--- config.mk ---
export PLATFORM = sky130hd
export DESIGN_NAME = lcsf_top
export DESIGN_NICKNAME = d
export VERILOG_FILES = /design/src/logic/lcsf_pkg.sv /design/src/logic/lcsf_flag_if.sv /design/src/logic/lcsf_top.sv /design/src/logic/lcsf_sticky.sv /design/src/logic/lcsf_err_counter.sv
export VERILOG_INCLUDE_DIRS = /design/src /design/src/logic
export SDC_FILE = /design/constraint.sdc
export NUM_CORES = 1
export LEC_CHECK = 0
export BUFFER_PORTS_ARGS = -buffer_cell sky130_fd_sc_hd__buf_2
export CAP_MARGIN = 20
export CORE_ASPECT_RATIO = 0.75
export CORE_UTILIZATION = 46
export CTS_BUF_LIST = sky130_fd_sc_hd__clkbuf_8
export DETAILED_ROUTE_END_ITERATION = 12
export PLACE_DENSITY = 0.88
export SYNTH_ARGS = -nofsm -noshare
export SYNTH_HDL_FRONTEND = slang
export SYNTH_SLANG_ARGS = --single-unit
--- constraint.sdc ---
create_clock -name sys_clk -period 1.8 [get_ports sys_clk]
set_clock_uncertainty 0.15 [all_clocks]
set_input_delay 0.27 -clock sys_clk [delete_from_list [all_inputs] [get_ports sys_clk]]
set_output_delay 0.27 -clock sys_clk [all_outputs]
set_load 0.05 [all_outputs]
--- src/logic/lcsf_defines.svh ---
`ifndef LCSF_DEFINES_SVH
`define LCSF_DEFINES_SVH

`define LCSF_ADDR_W          8
`define LCSF_DATA_W          32
`define LCSF_OFS_CONTROL     8'h08
`define LCSF_OFS_STATUS      8'h0c
`define LCSF_OFS_FLAGS       8'h10

`define LCSF_CTL_STOP_SYNC   4
`define LCSF_CTL_STOP_ERR    5
`define LCSF_CTL_LOOPBACK    11
`define LCSF_CTL_CLR_STATUS  16
`define LCSF_CTL_CLR_SYNC    17
`define LCSF_CTL_CLR_RXERR   18
`define LCSF_CTL_ERASE_TX    19
`define LCSF_CTL_ERASE_RX    20

`define LCSF_ST_CNT_LSB      0
`define LCSF_ST_CNT_W        8
`define LCSF_ST_LINK_DOWN    8
`define LCSF_ST_LINK_UP      9
`define LCSF_ST_SYNC_ERR     10
`define LCSF_ST_CKSUM_ERR    11
`define LCSF_ST_RX_OVF       12
`define LCSF_ST_TX_OVF       13

`define LCSF_FL_SEND_SYNC    0
`define LCSF_FL_PIO_OUT_LSB  1
`define LCSF_FL_SYNC_RCVD    8
`define LCSF_FL_PIO_IN_LSB   9
`define LCSF_FL_PIO_W        4

`define LCSF_NUM_FLAGS       8
`define LCSF_FLG_LINK_DOWN   0
`define LCSF_FLG_SYNC_ERR    1
`define LCSF_FLG_CKSUM       2
`define LCSF_FLG_RX_OVF      3
`define LCSF_FLG_TX_OVF      4
`define LCSF_FLG_SYNC_RCVD   5
`define LCSF_FLG_HALT_SYNC   6
`define LCSF_FLG_HALT_ERR    7

`endif

--- src/logic/lcsf_pkg.sv ---
`default_nettype none
`include "lcsf_defines.svh"
package lcsf_pkg;

    typedef struct packed {
        logic flag;
    } lcsf_sticky_t;

    typedef struct packed {
        logic [`LCSF_ST_CNT_W-1:0] count;
    } lcsf_counter_t;

    typedef struct packed {
        logic                      loopback;
        logic                      stopOnSync;
        logic                      stopOnErr;
        logic [`LCSF_FL_PIO_W-1:0] pioOut;
        logic [`LCSF_DATA_W-1:0]   regRdata;
        logic                      txFifoErase;
        logic                      rxFifoErase;
        logic                      sendSync;
        logic [`LCSF_DATA_W-1:0]   linkTxData;
        logic                      linkTxValid;
        logic [`LCSF_DATA_W-1:0]   userRxData;
        logic                      userRxValid;
    } lcsf_top_t;

endpackage : lcsf_pkg
`default_nettype wire

--- src/logic/lcsf_flag_if.sv ---
`timescale 1ns/100ps
`default_nettype none
interface lcsf_flag_if;
    logic set;
    logic clear;
    logic flag;
    modport owner (input set, input clear, output flag);
    modport user  (output set, output clear, input flag);
endinterface : lcsf_flag_if
`default_nettype wire

--- src/logic/lcsf_top.sv ---
`timescale 1ns/100ps
`default_nettype none
`include "lcsf_defines.svh"
module lcsf_top (
    input  wire logic                        sys_clk,
    input  wire logic                        nrst,
    // host register port
    input  wire logic [`LCSF_ADDR_W-1:0]     regAddr,
    input  wire logic                        regWrite,
    input  wire logic                        regRead,
    input  wire logic [`LCSF_DATA_W-1:0]     regWdata,
    output logic [`LCSF_DATA_W-1:0]          regRdata,
    // link receiver events and levels
    input  wire logic                        linkUp,
    input  wire logic                        decodeError,
    input  wire logic                        syncErrorFixed,
    input  wire logic                        checksumError,
    input  wire logic                        syncNoValidRcvd,
    input  wire logic                        rxOutputError,
    input  wire logic [`LCSF_FL_PIO_W-1:0]   pioIn,
    // fifo events and controls
    input  wire logic                        rxFifoOverflow,
    input  wire logic                        txFifoOverflow,
    output logic                             rxFifoHalt,
    output logic                             rxFifoErase,
    output logic                             txFifoErase,
    output logic                             sendSyncMarker,
    output logic [`LCSF_FL_PIO_W-1:0]        pioOut,
    // data path through the loopback switch
    input  wire logic [`LCSF_DATA_W-1:0]     linkRxData,
    input  wire logic                        linkRxValid,
    input  wire logic [`LCSF_DATA_W-1:0]     userTxData,
    input  wire logic                        userTxValid,
    output logic [`LCSF_DATA_W-1:0]          linkTxData,
    output logic                             linkTxValid,
    output logic [`LCSF_DATA_W-1:0]          userRxData,
    output logic                             userRxValid
);
    lcsf_pkg::lcsf_top_t state;
    lcsf_pkg::lcsf_top_t next_state;

    lcsf_flag_if flg [`LCSF_NUM_FLAGS] ();

    logic [`LCSF_ST_CNT_W-1:0] decodeErrorCount;
    logic                      wrControl;
    logic                      wrFlags;
    logic                      clrStatus;
    logic                      clrSync;
    logic                      clrRxErr;
    logic [`LCSF_DATA_W-1:0]   controlView;
    logic [`LCSF_DATA_W-1:0]   statusView;
    logic [`LCSF_DATA_W-1:0]   flagsView;

    assign wrControl = regWrite && (regAddr == `LCSF_OFS_CONTROL);
    assign wrFlags   = regWrite && (regAddr == `LCSF_OFS_FLAGS);

    // write-one actions: zero writes do nothing and the bits never store
    assign clrStatus = wrControl && regWdata[`LCSF_CTL_CLR_STATUS];
    assign clrSync   = wrControl && regWdata[`LCSF_CTL_CLR_SYNC];
    assign clrRxErr  = wrControl && regWdata[`LCSF_CTL_CLR_RXERR];

    genvar i;
    generate
        for (i = 0; i < `LCSF_NUM_FLAGS; i++) begin : gFlag
            lcsf_sticky uSticky (
                .sys_clk (sys_clk),
                .nrst    (nrst),
                .port    (flg[i])
            );
        end
    endgenerate

    // link drop: held set while the link stays down, even across a clear
    assign flg[`LCSF_FLG_LINK_DOWN].set   = !linkUp;
    assign flg[`LCSF_FLG_LINK_DOWN].clear = clrStatus;
    assign flg[`LCSF_FLG_SYNC_ERR].set    = syncErrorFixed;
    assign flg[`LCSF_FLG_SYNC_ERR].clear  = clrStatus;
    assign flg[`LCSF_FLG_CKSUM].set       = checksumError;
    assign flg[`LCSF_FLG_CKSUM].clear     = clrStatus;
    assign flg[`LCSF_FLG_RX_OVF].set      = rxFifoOverflow;
    assign flg[`LCSF_FLG_RX_OVF].clear    = clrStatus;
    assign flg[`LCSF_FLG_TX_OVF].set      = txFifoOverflow;
    assign flg[`LCSF_FLG_TX_OVF].clear    = clrStatus;

    // sync marker received: cleared by the clear-sync action only
    assign flg[`LCSF_FLG_SYNC_RCVD].set   = syncNoValidRcvd;
    assign flg[`LCSF_FLG_SYNC_RCVD].clear = clrSync;

    // halt causes, each released by its own write-one bit
    assign flg[`LCSF_FLG_HALT_SYNC].set   = state.stopOnSync && syncNoValidRcvd;
    assign flg[`LCSF_FLG_HALT_SYNC].clear = clrSync;
    assign flg[`LCSF_FLG_HALT_ERR].set    = state.stopOnErr && rxOutputError;
    assign flg[`LCSF_FLG_HALT_ERR].clear  = clrRxErr;

    lcsf_err_counter uDecodeCount (
        .sys_clk (sys_clk),
        .nrst    (nrst),
        .inc     (decodeError),
        .clear   (clrStatus),
        .count   (decodeErrorCount)
    );

    // read views: unlisted bits stay zero
    always_comb begin
        controlView = '0;
        controlView[`LCSF_CTL_STOP_SYNC] = state.stopOnSync;
        controlView[`LCSF_CTL_STOP_ERR]  = state.stopOnErr;
        controlView[`LCSF_CTL_LOOPBACK]  = state.loopback;
    end

    always_comb begin
        statusView = '0;
        statusView[`LCSF_ST_CNT_LSB +: `LCSF_ST_CNT_W] = decodeErrorCount;
        statusView[`LCSF_ST_LINK_DOWN] = flg[`LCSF_FLG_LINK_DOWN].flag;
        statusView[`LCSF_ST_LINK_UP]   = linkUp;
        statusView[`LCSF_ST_SYNC_ERR]  = flg[`LCSF_FLG_SYNC_ERR].flag;
        statusView[`LCSF_ST_CKSUM_ERR] = flg[`LCSF_FLG_CKSUM].flag;
        statusView[`LCSF_ST_RX_OVF]    = flg[`LCSF_FLG_RX_OVF].flag;
        statusView[`LCSF_ST_TX_OVF]    = flg[`LCSF_FLG_TX_OVF].flag;
    end

    always_comb begin
        flagsView = '0;
        flagsView[`LCSF_FL_PIO_OUT_LSB +: `LCSF_FL_PIO_W] = state.pioOut;
        flagsView[`LCSF_FL_SYNC_RCVD] = flg[`LCSF_FLG_SYNC_RCVD].flag;
        flagsView[`LCSF_FL_PIO_IN_LSB +: `LCSF_FL_PIO_W]  = pioIn;
    end

    always_comb begin
        next_state = state;
        next_state.txFifoErase = 1'b0;
        next_state.rxFifoErase = 1'b0;
        next_state.sendSync    = 1'b0;

        if (wrControl) begin
            next_state.stopOnSync  = regWdata[`LCSF_CTL_STOP_SYNC];
            next_state.stopOnErr   = regWdata[`LCSF_CTL_STOP_ERR];
            next_state.loopback    = regWdata[`LCSF_CTL_LOOPBACK];
            next_state.txFifoErase = regWdata[`LCSF_CTL_ERASE_TX];
            next_state.rxFifoErase = regWdata[`LCSF_CTL_ERASE_RX];
        end

        if (wrFlags) begin
            next_state.sendSync = regWdata[`LCSF_FL_SEND_SYNC];
            next_state.pioOut   = regWdata[`LCSF_FL_PIO_OUT_LSB +: `LCSF_FL_PIO_W];
        end

        // read data is captured a cycle after the strobe; unmapped reads zero
        if (regRead) begin
            unique case (regAddr)
                `LCSF_OFS_CONTROL: next_state.regRdata = controlView;
                `LCSF_OFS_STATUS:  next_state.regRdata = statusView;
                `LCSF_OFS_FLAGS:   next_state.regRdata = flagsView;
                default:           next_state.regRdata = '0;
            endcase
        end

        // loopback turns the link stream around inside; user side sees nothing
        if (state.loopback) begin
            next_state.linkTxData  = linkRxData;
            next_state.linkTxValid = linkRxValid;
            next_state.userRxData  = '0;
            next_state.userRxValid = 1'b0;
        end else begin
            next_state.linkTxData  = userTxData;
            next_state.linkTxValid = userTxValid;
            next_state.userRxData  = linkRxData;
            next_state.userRxValid = linkRxValid;
        end
    end

    always_ff @(posedge sys_clk or negedge nrst) begin
        if (!nrst) begin
            state <= '0;
        end else begin
            state <= next_state;
        end
    end

    assign regRdata       = state.regRdata;
    assign txFifoErase    = state.txFifoErase;
    assign rxFifoErase    = state.rxFifoErase;
    assign sendSyncMarker = state.sendSync;
    assign pioOut         = state.pioOut;
    assign rxFifoHalt     = flg[`LCSF_FLG_HALT_SYNC].flag || flg[`LCSF_FLG_HALT_ERR].flag;
    assign linkTxData     = state.linkTxData;
    assign linkTxValid    = state.linkTxValid;
    assign userRxData     = state.userRxData;
    assign userRxValid    = state.userRxValid;
endmodule : lcsf_top
`default_nettype wire

--- src/logic/lcsf_sticky.sv ---
`timescale 1ns/100ps
`default_nettype none
`include "lcsf_defines.svh"
module lcsf_sticky (
    input  wire logic         sys_clk,
    input  wire logic         nrst,
    lcsf_flag_if.owner        port
);
    lcsf_pkg::lcsf_sticky_t state;
    lcsf_pkg::lcsf_sticky_t next_state;

    always_comb begin
        next_state = state;
        // a set arriving with the clear wins so the event is not lost
        if (port.set) begin
            next_state.flag = 1'b1;
        end else if (port.clear) begin
            next_state.flag = 1'b0;
        end
    end

    always_ff @(posedge sys_clk or negedge nrst) begin
        if (!nrst) begin
            state <= '0;
        end else begin
            state <= next_state;
        end
    end

    assign port.flag = state.flag;
endmodule : lcsf_sticky
`default_nettype wire

--- src/logic/lcsf_err_counter.sv ---
`timescale 1ns/100ps
`default_nettype none
`include "lcsf_defines.svh"
module lcsf_err_counter (
    input  wire logic                      sys_clk,
    input  wire logic                      nrst,
    input  wire logic                      inc,
    input  wire logic                      clear,
    output logic [`LCSF_ST_CNT_W-1:0]      count
);
    lcsf_pkg::lcsf_counter_t state;
    lcsf_pkg::lcsf_counter_t next_state;

    always_comb begin
        next_state = state;
        if (clear) begin
            // an error seen in the clearing cycle still counts
            next_state.count = inc ? `LCSF_ST_CNT_W'(1) : '0;
        end else if (inc && (state.count != '1)) begin
            next_state.count = state.count + `LCSF_ST_CNT_W'(1);
        end
    end

    always_ff @(posedge sys_clk or negedge nrst) begin
        if (!nrst) begin
            state <= '0;
        end else begin
            state <= next_state;
        end
    end

    assign count = state.count;
endmodule : lcsf_err_counter
`default_nettype wire

======== Yosys cells after proc, flatten, opt, wreduce, memory -nomap -nowiden ========
Cells that the tools add are included.
storage, ports and cells
  output and inout port bits .............. 106
  logic and storage cells ................. 62
  input bits .............................. 122
  memories ................................ 0
  RAM bits ................................ 0
  latch bits .............................. 0
  register bits after elaboration ......... 124
  ROM bits ................................ 0
cells by class
  reduce and logical (&&, ||, !) cells .... 17
  $mul .................................... 0
  bitwise logic cells ..................... 0
  $add $sub $neg .......................... 1
  magnitude comparators ................... 0
  equality and inequality tests ........... 5
  shift-type cells ........................ 0
  mux-type cells .......................... 18
  div/mod/pow operators ................... 0
operator list
  cell                                                    count
  2-to-1 mux 66 bit                                       1
  one-hot mux 14 bit (3 select lines)                     1
  equality test 8 x 4 -> 1 bit (second input constant)    2
  2-to-1 mux 8 bit                                        2
  nonzero test 2 bit                                      8
  2-to-1 mux 1 bit                                        13
  adder 8 x 1 -> 8 bit (second input constant)            1
  equality test 8 x 5 -> 1 bit (second input constant)    1
  logical AND 1 bit                                       8
  inequality test 8 bit (second input constant)           1
  2-to-1 mux 2 bit                                        1
  inequality test 2 x 1 -> 1 bit (second input constant)  1
  logical OR 1 bit                                        1

======== Longest topological paths before layout ========
Gate-level depths: netlist of the first run.
  depth in word-level cells ............... 5
  mapped depth ............................ 5
  mapped depth without buffers ............ 5

======== Modules after synthesis ========
A second synthesis of the first run with hierarchy kept.
unflattened totals
  cell total of the unflattened synthesis .. 334
  area total of the unflattened synthesis .. 4,294.1 um2
by module, submodules not included
  module            area an instance (um2)  times used  seq. area each (um2)  cells each
  lcsf_top          3,530.9                 1           2,252.2               263
  lcsf_err_counter  473.0                   1           200.2                 47
  lcsf_sticky       36.3                    8           25.0                  3

======== Worst setup path before layout of the first run ========
OpenSTA, ideal clock, no wires.
  path type ............................... register to register
  start point ............................. register uDecodeCount.state, in the netlist uDecodeCount.count[0]
  end point ............................... register uDecodeCount.state, in the netlist uDecodeCount.count[5]
  data required time ...................... 1.531 ns
  slack ................................... 0.211 ns
  arrival time ............................ 1.320 ns
  cell stages (with the launch flop) ...... 5
  buffers on the path ..................... 0
  period minus slack after synthesis ...... 1.589 ns
  path through ............................ dfrtp_1 > ha_1 > a2111oi_0 > xnor2_1 > nor2_1
on the way
  word-level cells in the longest chain between the ends .. 3
  elaborated cells between the ends (all ways) .. 6
  those cells by class .................... add/sub (1); eq/ne (1); mux (2); reduce/logical (2)
ends and longest elaborated chain
  what                                                                  line                                            RTL
  from (decl)                                                           lcsf_err_counter.sv:11                          lcsf_pkg::lcsf_counter_t state;
  from (signal assigned)                                                lcsf_err_counter.sv:28                          state <= next_state;
  adder 8 x 1 -> 8 bit / inequality test 8 bit (equally long branches)  lcsf_err_counter.sv:20, lcsf_err_counter.sv:19
  2-to-1 mux 8 bit / logical AND 1 bit (equally long branches)          lcsf_err_counter.sv:19                          end else if (inc && (state.count != '1)) begin
  2-to-1 mux 8 bit / nonzero test 2 bit (equally long branches)         -
Several ways; a longest one is shown, not always the timed one. The select of a mux whose other input is x is not followed.
A chain may end at the register's enable or synchronous reset.

======== Worst setup path after layout of the first run ========
  start point ............................. register gFlag[7].uSticky.state
  end point ............................... output port rxFifoHalt
on the way
  word-level cells in the longest chain between the ends .. 1
ends and longest elaborated chain
  what                    line               RTL
  from (decl)             lcsf_sticky.sv:9   lcsf_pkg::lcsf_sticky_t state;
  from (signal assigned)  lcsf_sticky.sv:26  state <= next_state;
  logical OR 1 bit        lcsf_top.sv:185    assign rxFifoHalt = flg[`LCSF_FLG_HALT_SYNC].flag || flg[`LCSF_FLG_HALT_ERR].flag;
  to (decl)               lcsf_top.sv:24     output logic rxFifoHalt,
No other way between the ends.

==> reports/qor.yml, run 1 <==
clock_tree:
  cts_made_buffers: 9
  buffer_type_at_the_clock_tree_root: "clkbuf_8"
  clk_path_buf_depth: 2
  clock_transition_at_the_registers_of_the_reported_paths_ns: 0.10
  cts_max_level: 3
  worstSkewPairLatency_ns: 0.36
  cts_tree: "yes"
  cts_sinks: 106
route:
  detail_route.wirelength_um: 11200
  number_of_drc_markers_in_iteration_0: 151
  firstDrtPassIters: 4
  via_count: 3420
  drc: 0
  avgRoutedWirePerCell_um: 15.7
  routed_via_density: 4.81
  remaining_antenna_violation_count: 0
global_route:
  first_global_vias: 3658
  grt_first_pass_wirelength_um: 17900
  antenna_found_initial: 0
  grt.total_usage_pct: 24.4
  grt_max_degree: 107
  grt.overflow.total: 0
timing:
  maxSlewViolCount: 0
  worst_slew_margin_rel_pct: 57.3
  rsz0062_at_grt: "false"
  fmaxAchievable_ghz: 0.593
  hold_viol_final: 0
  post-route-min-period_ns: 1.69
  setup_total_negative_slack_ns: 0
  setup_viol_count_final: 0
  postLayoutSetupSlackWorst_ns: 0.114
  ratio_of_final_minimum_period_to_clock_period_pct: 93.6
  tightest_slew_ns: 0.638
logic_synthesis:
  synth_seq_cells: 106
  yosys_warnings: 0
  synth.avg_cell_area_sq_um: 13.2
  yosys.area.top_type: "dfrtp_1"
  syn-cell-area_sq_mm: 0.00424
  ys_types: 40
  netlist_top_cells_area: "dfrtp_1, mux2_2, nor2b_1, buf_4, a22oi_1"
  postSynthCellCount: 321
  netlist.area_leader.share_pct: 62.6
  synth.yosys.seq_area_share_pct: 62.6
power:
  design_power_total_mw: 5.54
  power_density_mw_per_mm2: 875
  vdd.ir_drop.worst_uv: 577
  p_leak_nw: 3.11
worst_setup_path:
  critical_path_class: "register to output pin"
  worst-endpoint-arrival_ns: 1.27
  start_kind: "register"
  worst_endpoint_required_time_ns: 1.38
  critPathMaxFanout: 2
  endpoint_kind: "output pin"
placed_design:
  place_hpwl_um: 7150
  dpl.cell_count: 618
  count_of_buffers_from_port_buffering: 189
  gp_congestion: 0.831
  place_ws_ns: 0.0194
die:
  placement_rows: 29
  die_w_um: 113
  die_area_sq_mm: 0.00961
  initial_core_util_pct: 48.7
  core_region_area_sq_mm: 0.00871
  die_height_um: 85.1
  floorplan.io_pins: 228
layout:
  fin_nets: 722
  non_filler_instance_count_after_layout: 711
  post_route_cells_drive_above_1_share_pct: 44.4
  area_growth_pct: 49.2
  antenna_cells_inserted: 0
  mostFrequentLayoutCell: "buf_2"
  most-common-layout-cells: "buf_2, dfrtp_1, dlygate4sd3_1, mux2_2, nor2b_1"
run_status:
  status: "finished clean"
run:
  drv_cap: 0
hold_path:
  hp-class: "input port to register"
layout make-up:
class	instances	area (sq um)
Clock buffer	10	138
Clock inverter	5	80.1
Fill cell	588	2380
Inverter	15	56.3
Multi-Input combinational cell	185	1400
Sequential cell	106	2650
Tap cell	108	135
Timing Repair Buffer	282	1870
per-stage QoR:
| stage | instance area, sq um | utilization (%) | hold slack (ns) |
|---|---|---|---|
| 3_5_place_dp | 5330 | 61.1 | 0.238 |
| 3_3_place_gp | 5330 | 61.1 | 0.223 |
| 5_1_grt | 6320 | 72.6 | 0.000815 |
| 2_1_floorplan | 4300 | - | -0.176 |
| 4_1_cts | 6320 | 72.6 | 0.00212 |
| 6_report | 6320 | 72.6 | 0.0210 |
cells in the mapped netlist:
cell type	number
o211ai_1	2
o22ai_1	9
mux2i_1	2
nor3b_2	1
and3b_1	1
nand4_1	3
a21oi_1	3
mux2_2	39
and3_4	1
or2_2	1
nand2_4	1
clkbuf_1	5
a21o_1	6
mux2_4	4
nand3b_1	1
nand2b_1	1
nor2_1	6
ha_1	1
clkbuf_2	1
a22oi_1	9
dfrtp_1	106
nor4b_4	1
nand3_1	9
buf_4	18
buf_1	4
a22o_1	2
nor3_1	1
o21ai_0	6
nor2b_1	34
and3_1	4
buf_2	3
nand2_1	8
buf_6	1
inv_1	15
xnor2_1	3
and4_1	2
and2_1	3
nor4_4	1
a2111oi_0	2
conb_1	1
critical path, cell delays in order (launching register included):
cell     delay (ns)
dfrtp_1        0.40
or2_2          0.29
buf_2          0.21
kinds of logic after synthesis:
| kind of cell | count (synthesis) | synth area share, % |
|---|---|---|
| multiplexers | 45 | 12.2 |
| AND/OR/NAND/NOR | 79 | 11.9 |
| adder cells (fa/ha/maj) | 1 | 0.295 |
| XOR/XNOR | 3 | 0.620 |
| other | 1 | 0.0885 |
| flip-flops | 106 | 62.6 |
| AO/OA/AOI/OAI | 39 | 6.23 |
| buffers and inverters | 47 | 6.05 |
report_power, final:
part,internal [mW],switching [mW]
registers,2.55,0.128
logic,0.497,0.783
clock network,0.812,0.765
what timing repair did:
item                                   in CTS  in global routing
endpoints found under the hold margin     182                  0
hold buffers                               78                  0
setup endpoints to repair                   0                  1
resized for setup                           0                  1
setup buffers                               0                  0
worst paths after layout:
check                                                        from                                endpoint  slack, ns  cells after the start
max                        gFlag[7].uSticky.port.flag$_DFFE_PN0P_                              rxFifoHalt       0.11                      2
min                                                   regWdata[4]                   pioOut[3]$_DFFE_PN0P_       0.02                      2
max reg2reg                     uDecodeCount.count[7]$_DFFE_PN0P_       uDecodeCount.count[7]$_DFFE_PN0P_       0.15                      4
min reg2reg                gFlag[1].uSticky.port.flag$_DFFE_PN0P_  gFlag[1].uSticky.port.flag$_DFFE_PN0P_       0.34                      1
max in group asynchronous                                    nrst                 userRxData[3]$_DFF_PN0_       0.71                      3
min in group asynchronous                                    nrst                 regRdata[0]$_DFFE_PN0P_       0.37                      3
state kept, by name, summed over array words and instances, names as in the netlist:
name,flops
regRdata,14
pioOut,4
gFlag.uSticky.port.flag,8
uDecodeCount.count,8
txFifoErase,1
linkTxValid,1
linkTxData,32
rxFifoErase,1
sendSyncMarker,1
controlView,3
userRxValid,1
userRxData,32
layer usage:
| layer | wire, um | part of all wire (%) | track usage [%] |
|---|---|---|---|
| met1 | 4400 | 39 | 27.2 |
| met2 | 5800 | 52 | 44.9 |
| met5 | 0 | 0 | 0 |
| met4 | 238 | 2.1 | 8.97 |
| met3 | 727 | 6.5 | 6.64 |
No activity file was read; power rests on OpenSTA's default activity.
==> run 2: changes to the inputs <==
--- a/config.mk
+++ b/config.mk
@@ -13,4 +13,5 @@
 export CTS_BUF_LIST = sky130_fd_sc_hd__clkbuf_8
 export DETAILED_ROUTE_END_ITERATION = 12
+export HOLD_SLACK_MARGIN = 0.08
 export PLACE_DENSITY = 0.88
 export SYNTH_ARGS = -nofsm -noshare
==> constraint.sdc (replaced) <==
create_clock -name sys_clk -period 1.8 [get_ports sys_clk]
set_clock_uncertainty 0.15 [all_clocks]
set_input_delay 0.45 -clock sys_clk [delete_from_list [all_inputs] [get_ports sys_clk]]
set_output_delay 0.45 -clock sys_clk [all_outputs]
set_load 0.05 [all_outputs]
==> run 2 against run 1 <==
Maximum frequency shrank 4.1%. Largest power group unchanged. Clock power shrank 11%. Clock-buffer cell count grew 2. Combinational power shrank 9%. Global-route usage shrank 4.0 points. First-iteration DRC count grew 15%. Sequential share of layout area grew 5.6 points. Critical path depth is the same. Register-to-register slack lost 0.03 ns. Critical endpoint unchanged. Die area is the same.
==> reports/qor.yml, run 2 (synthesized netlist as in run 1, its figures left out) <==
die:
  core_region_area_sq_mm: 0.00871  # unchanged
  placement_rows: 29  # unchanged
  die_height_um: 85.1  # unchanged
  initial_core_util_pct: 48.7  # unchanged
  floorplan.io_pins: 228  # unchanged
  die_w_um: 113  # unchanged
  die_area_sq_mm: 0.00961  # unchanged
worst_setup_path:
  start_kind: "register"
  worst_path_cell_chain: "or2_4, buf_8"
  cp_slowest_cell: "dfrtp_1"
  worst-endpoint-arrival_ns: 1.16  # -0.11 ns
  crit_family: "flip-flops"
  critical_path_class: "register to output pin"
  worst_endpoint_required_time_ns: 1.20  # -0.18 ns
  path_buf_inv: 1  # unchanged
  endpoint_kind: "output pin"
  critical_path.max_stage_delay_ns: 0.39  # about the same
  critPathMaxFanout: 2  # unchanged
route:
  detail_route.wirelength_um: 9490  # -15%
  dr_wl_met2_um: 4810  # -17%
  number_of_drc_markers_in_iteration_0: 174  # +15%
  drc: 0  # unchanged
  uppermost_layer_routed: "met4"
  dr_wl_met3_um: 716  # -1.5%
  avgRoutedWirePerCell_um: 14.8  # -5.4%
  via_count: 3103  # -9.3%
  wl_met1_um: 3810  # -13%
  routed_via_density: 4.86  # +0.95%
  remaining_antenna_violation_count: 0  # unchanged
  firstDrtPassIters: 4  # unchanged
clock_tree:
  worstSkewPairLatency_ns: 0.36  # about the same
  cts_sinks: 106  # unchanged
  clock_transition_at_the_registers_of_the_reported_paths_ns: 0.10  # about the same
  clk_path_buf_depth: 2  # unchanged
  cts_max_level: 3  # unchanged
  cts_made_buffers: 9  # unchanged
  buffer_type_at_the_clock_tree_root: "clkbuf_8"
  cts_tree: "yes"
power:
  power_density_mw_per_mm2: 944  # +7.8%
  p_leak_nw: 2.81  # -9.9%
  vdd.ir_drop.worst_uv: 629  # +9.0%
layout:
  mostFrequentLayoutCell: "buf_2"
  post_route_cells_drive_above_1_share_pct: 51.6  # +7.2 points
  most-common-layout-cells: "buf_2, dfrtp_1, mux2_2, nor2b_1"
  finalInstanceArea_sq_mm: 0.00558  # -12%
  area_growth_pct: 31.6
  antenna_cells_inserted: 0  # unchanged
  fin_nets: 649  # -10%
global_route:
  grt.total_usage_pct: 20.4  # -4.0 points
  first_global_vias: 3190  # -13%
  antenna_found_initial: 0  # unchanged
  grt_first_pass_wirelength_um: 15000  # -16%
  grt_max_degree: 107  # unchanged
  grt.overflow.total: 0  # unchanged
timing:
  tightest_slew_ns: 0.528  # -0.110 ns
  setup_viol_count_final: 0  # unchanged
  maxSlewViolCount: 0  # unchanged
  rsz0062_at_grt: "false"
  worst_slew_margin_rel_pct: 63.9  # +6.6 points
  final.hold.worst_slack_ns: 0.103  # +0.0822 ns
  hold_viol_final: 0  # unchanged
  post-route-min-period_ns: 1.76  # +0.0722 ns
  ratio_of_final_minimum_period_to_clock_period_pct: 97.7  # +4.0 points
  fmaxAchievable_ghz: 0.569  # -4.1%
placed_design:
  gp_congestion: 0.840  # +1.1%
  place_hpwl_um: 7190  # +0.63%
  detailed_place.area_sq_mm: 0.00535  # +0.42%
  count_of_buffers_from_port_buffering: 189  # unchanged
run:
  drv_cap: 0  # unchanged
hold_path:
  hp-class: "input port to register"
run_status:
  status: "finished clean"
run 2: path summary, 6_finish.rpt:
kind | end | slack (ns) | cells past startpoint | startpoint
max | rxFifoHalt | 0.04 | 2 | gFlag[7].uSticky.port.flag$_DFFE_PN0P_
min | gFlag[1].uSticky.port.flag$_DFFE_PN0P_ | 0.10 | 2 | syncErrorFixed
max reg2reg | uDecodeCount.count[7]$_DFFE_PN0P_ | 0.12 | 4 | uDecodeCount.count[6]$_DFFE_PN0P_
min reg2reg | gFlag[2].uSticky.port.flag$_DFFE_PN0P_ | 0.33 | 1 | gFlag[2].uSticky.port.flag$_DFFE_PN0P_
max in group asynchronous | linkTxData[4]$_DFF_PN0_ | 0.54 | 3 | nrst
min in group asynchronous | regRdata[7]$_DFFE_PN0P_ | 0.54 | 3 | nrst
run 2: area by class of cell:
type                            count  area [sq um]
Fill cell                         685          3130
Sequential cell                   106          2650
Multi-Input combinational cell    185          1400
Timing Repair Buffer              209          1140
Clock buffer                       12           165
Tap cell                          108           135
Inverter                           15          56.3
Clock inverter                      4          33.8
run 2: what timing repair did:
action / 4_1_cts / 5_1_grt
endpoints found under the setup margin: 1 / 0
buffers inserted: 1 / 0
gates resized for setup: 4 / 0
endpoints found under the hold margin: 106 / 0
hold buffers: 1 / 0
run 2: power breakdown:
part / switching (mW) / internal (mW)
clock: 0.784 / 0.627
combinational: 0.749 / 0.421
sequential: 0.130 / 2.55
run 2: worst register-to-register path, delay by kind of cell, from the launching register on:
kind,cells,cell delay (ns)
simple gates,2,0.27
compound gates,1,0.52
flops,1,0.44
xor+xnor,1,0.18
run 2: routing by layer:
layer	global-route usage, %	up-vias
met5	0	-
met4	7.64	0
met3	5.93	15
met2	35.1	144
met1	24.5	1479
li1	-	1465
run 2: metrics by stage:
stage          power (mW)  worst slack, ns  utilization [%]  TNS (ns)  std cells
3_3_place_gp         3.81          -0.0822             61.4    -0.777        621
3_5_place_dp         3.86           -0.126             61.4     -1.52        621
2_1_floorplan        3.46           0.0467                -         0        338
5_1_grt              5.50          0.00425             64.0         0        639
6_report             5.26           0.0421             64.0         0        639
4_1_cts              5.32           0.0244             64.0         0        639
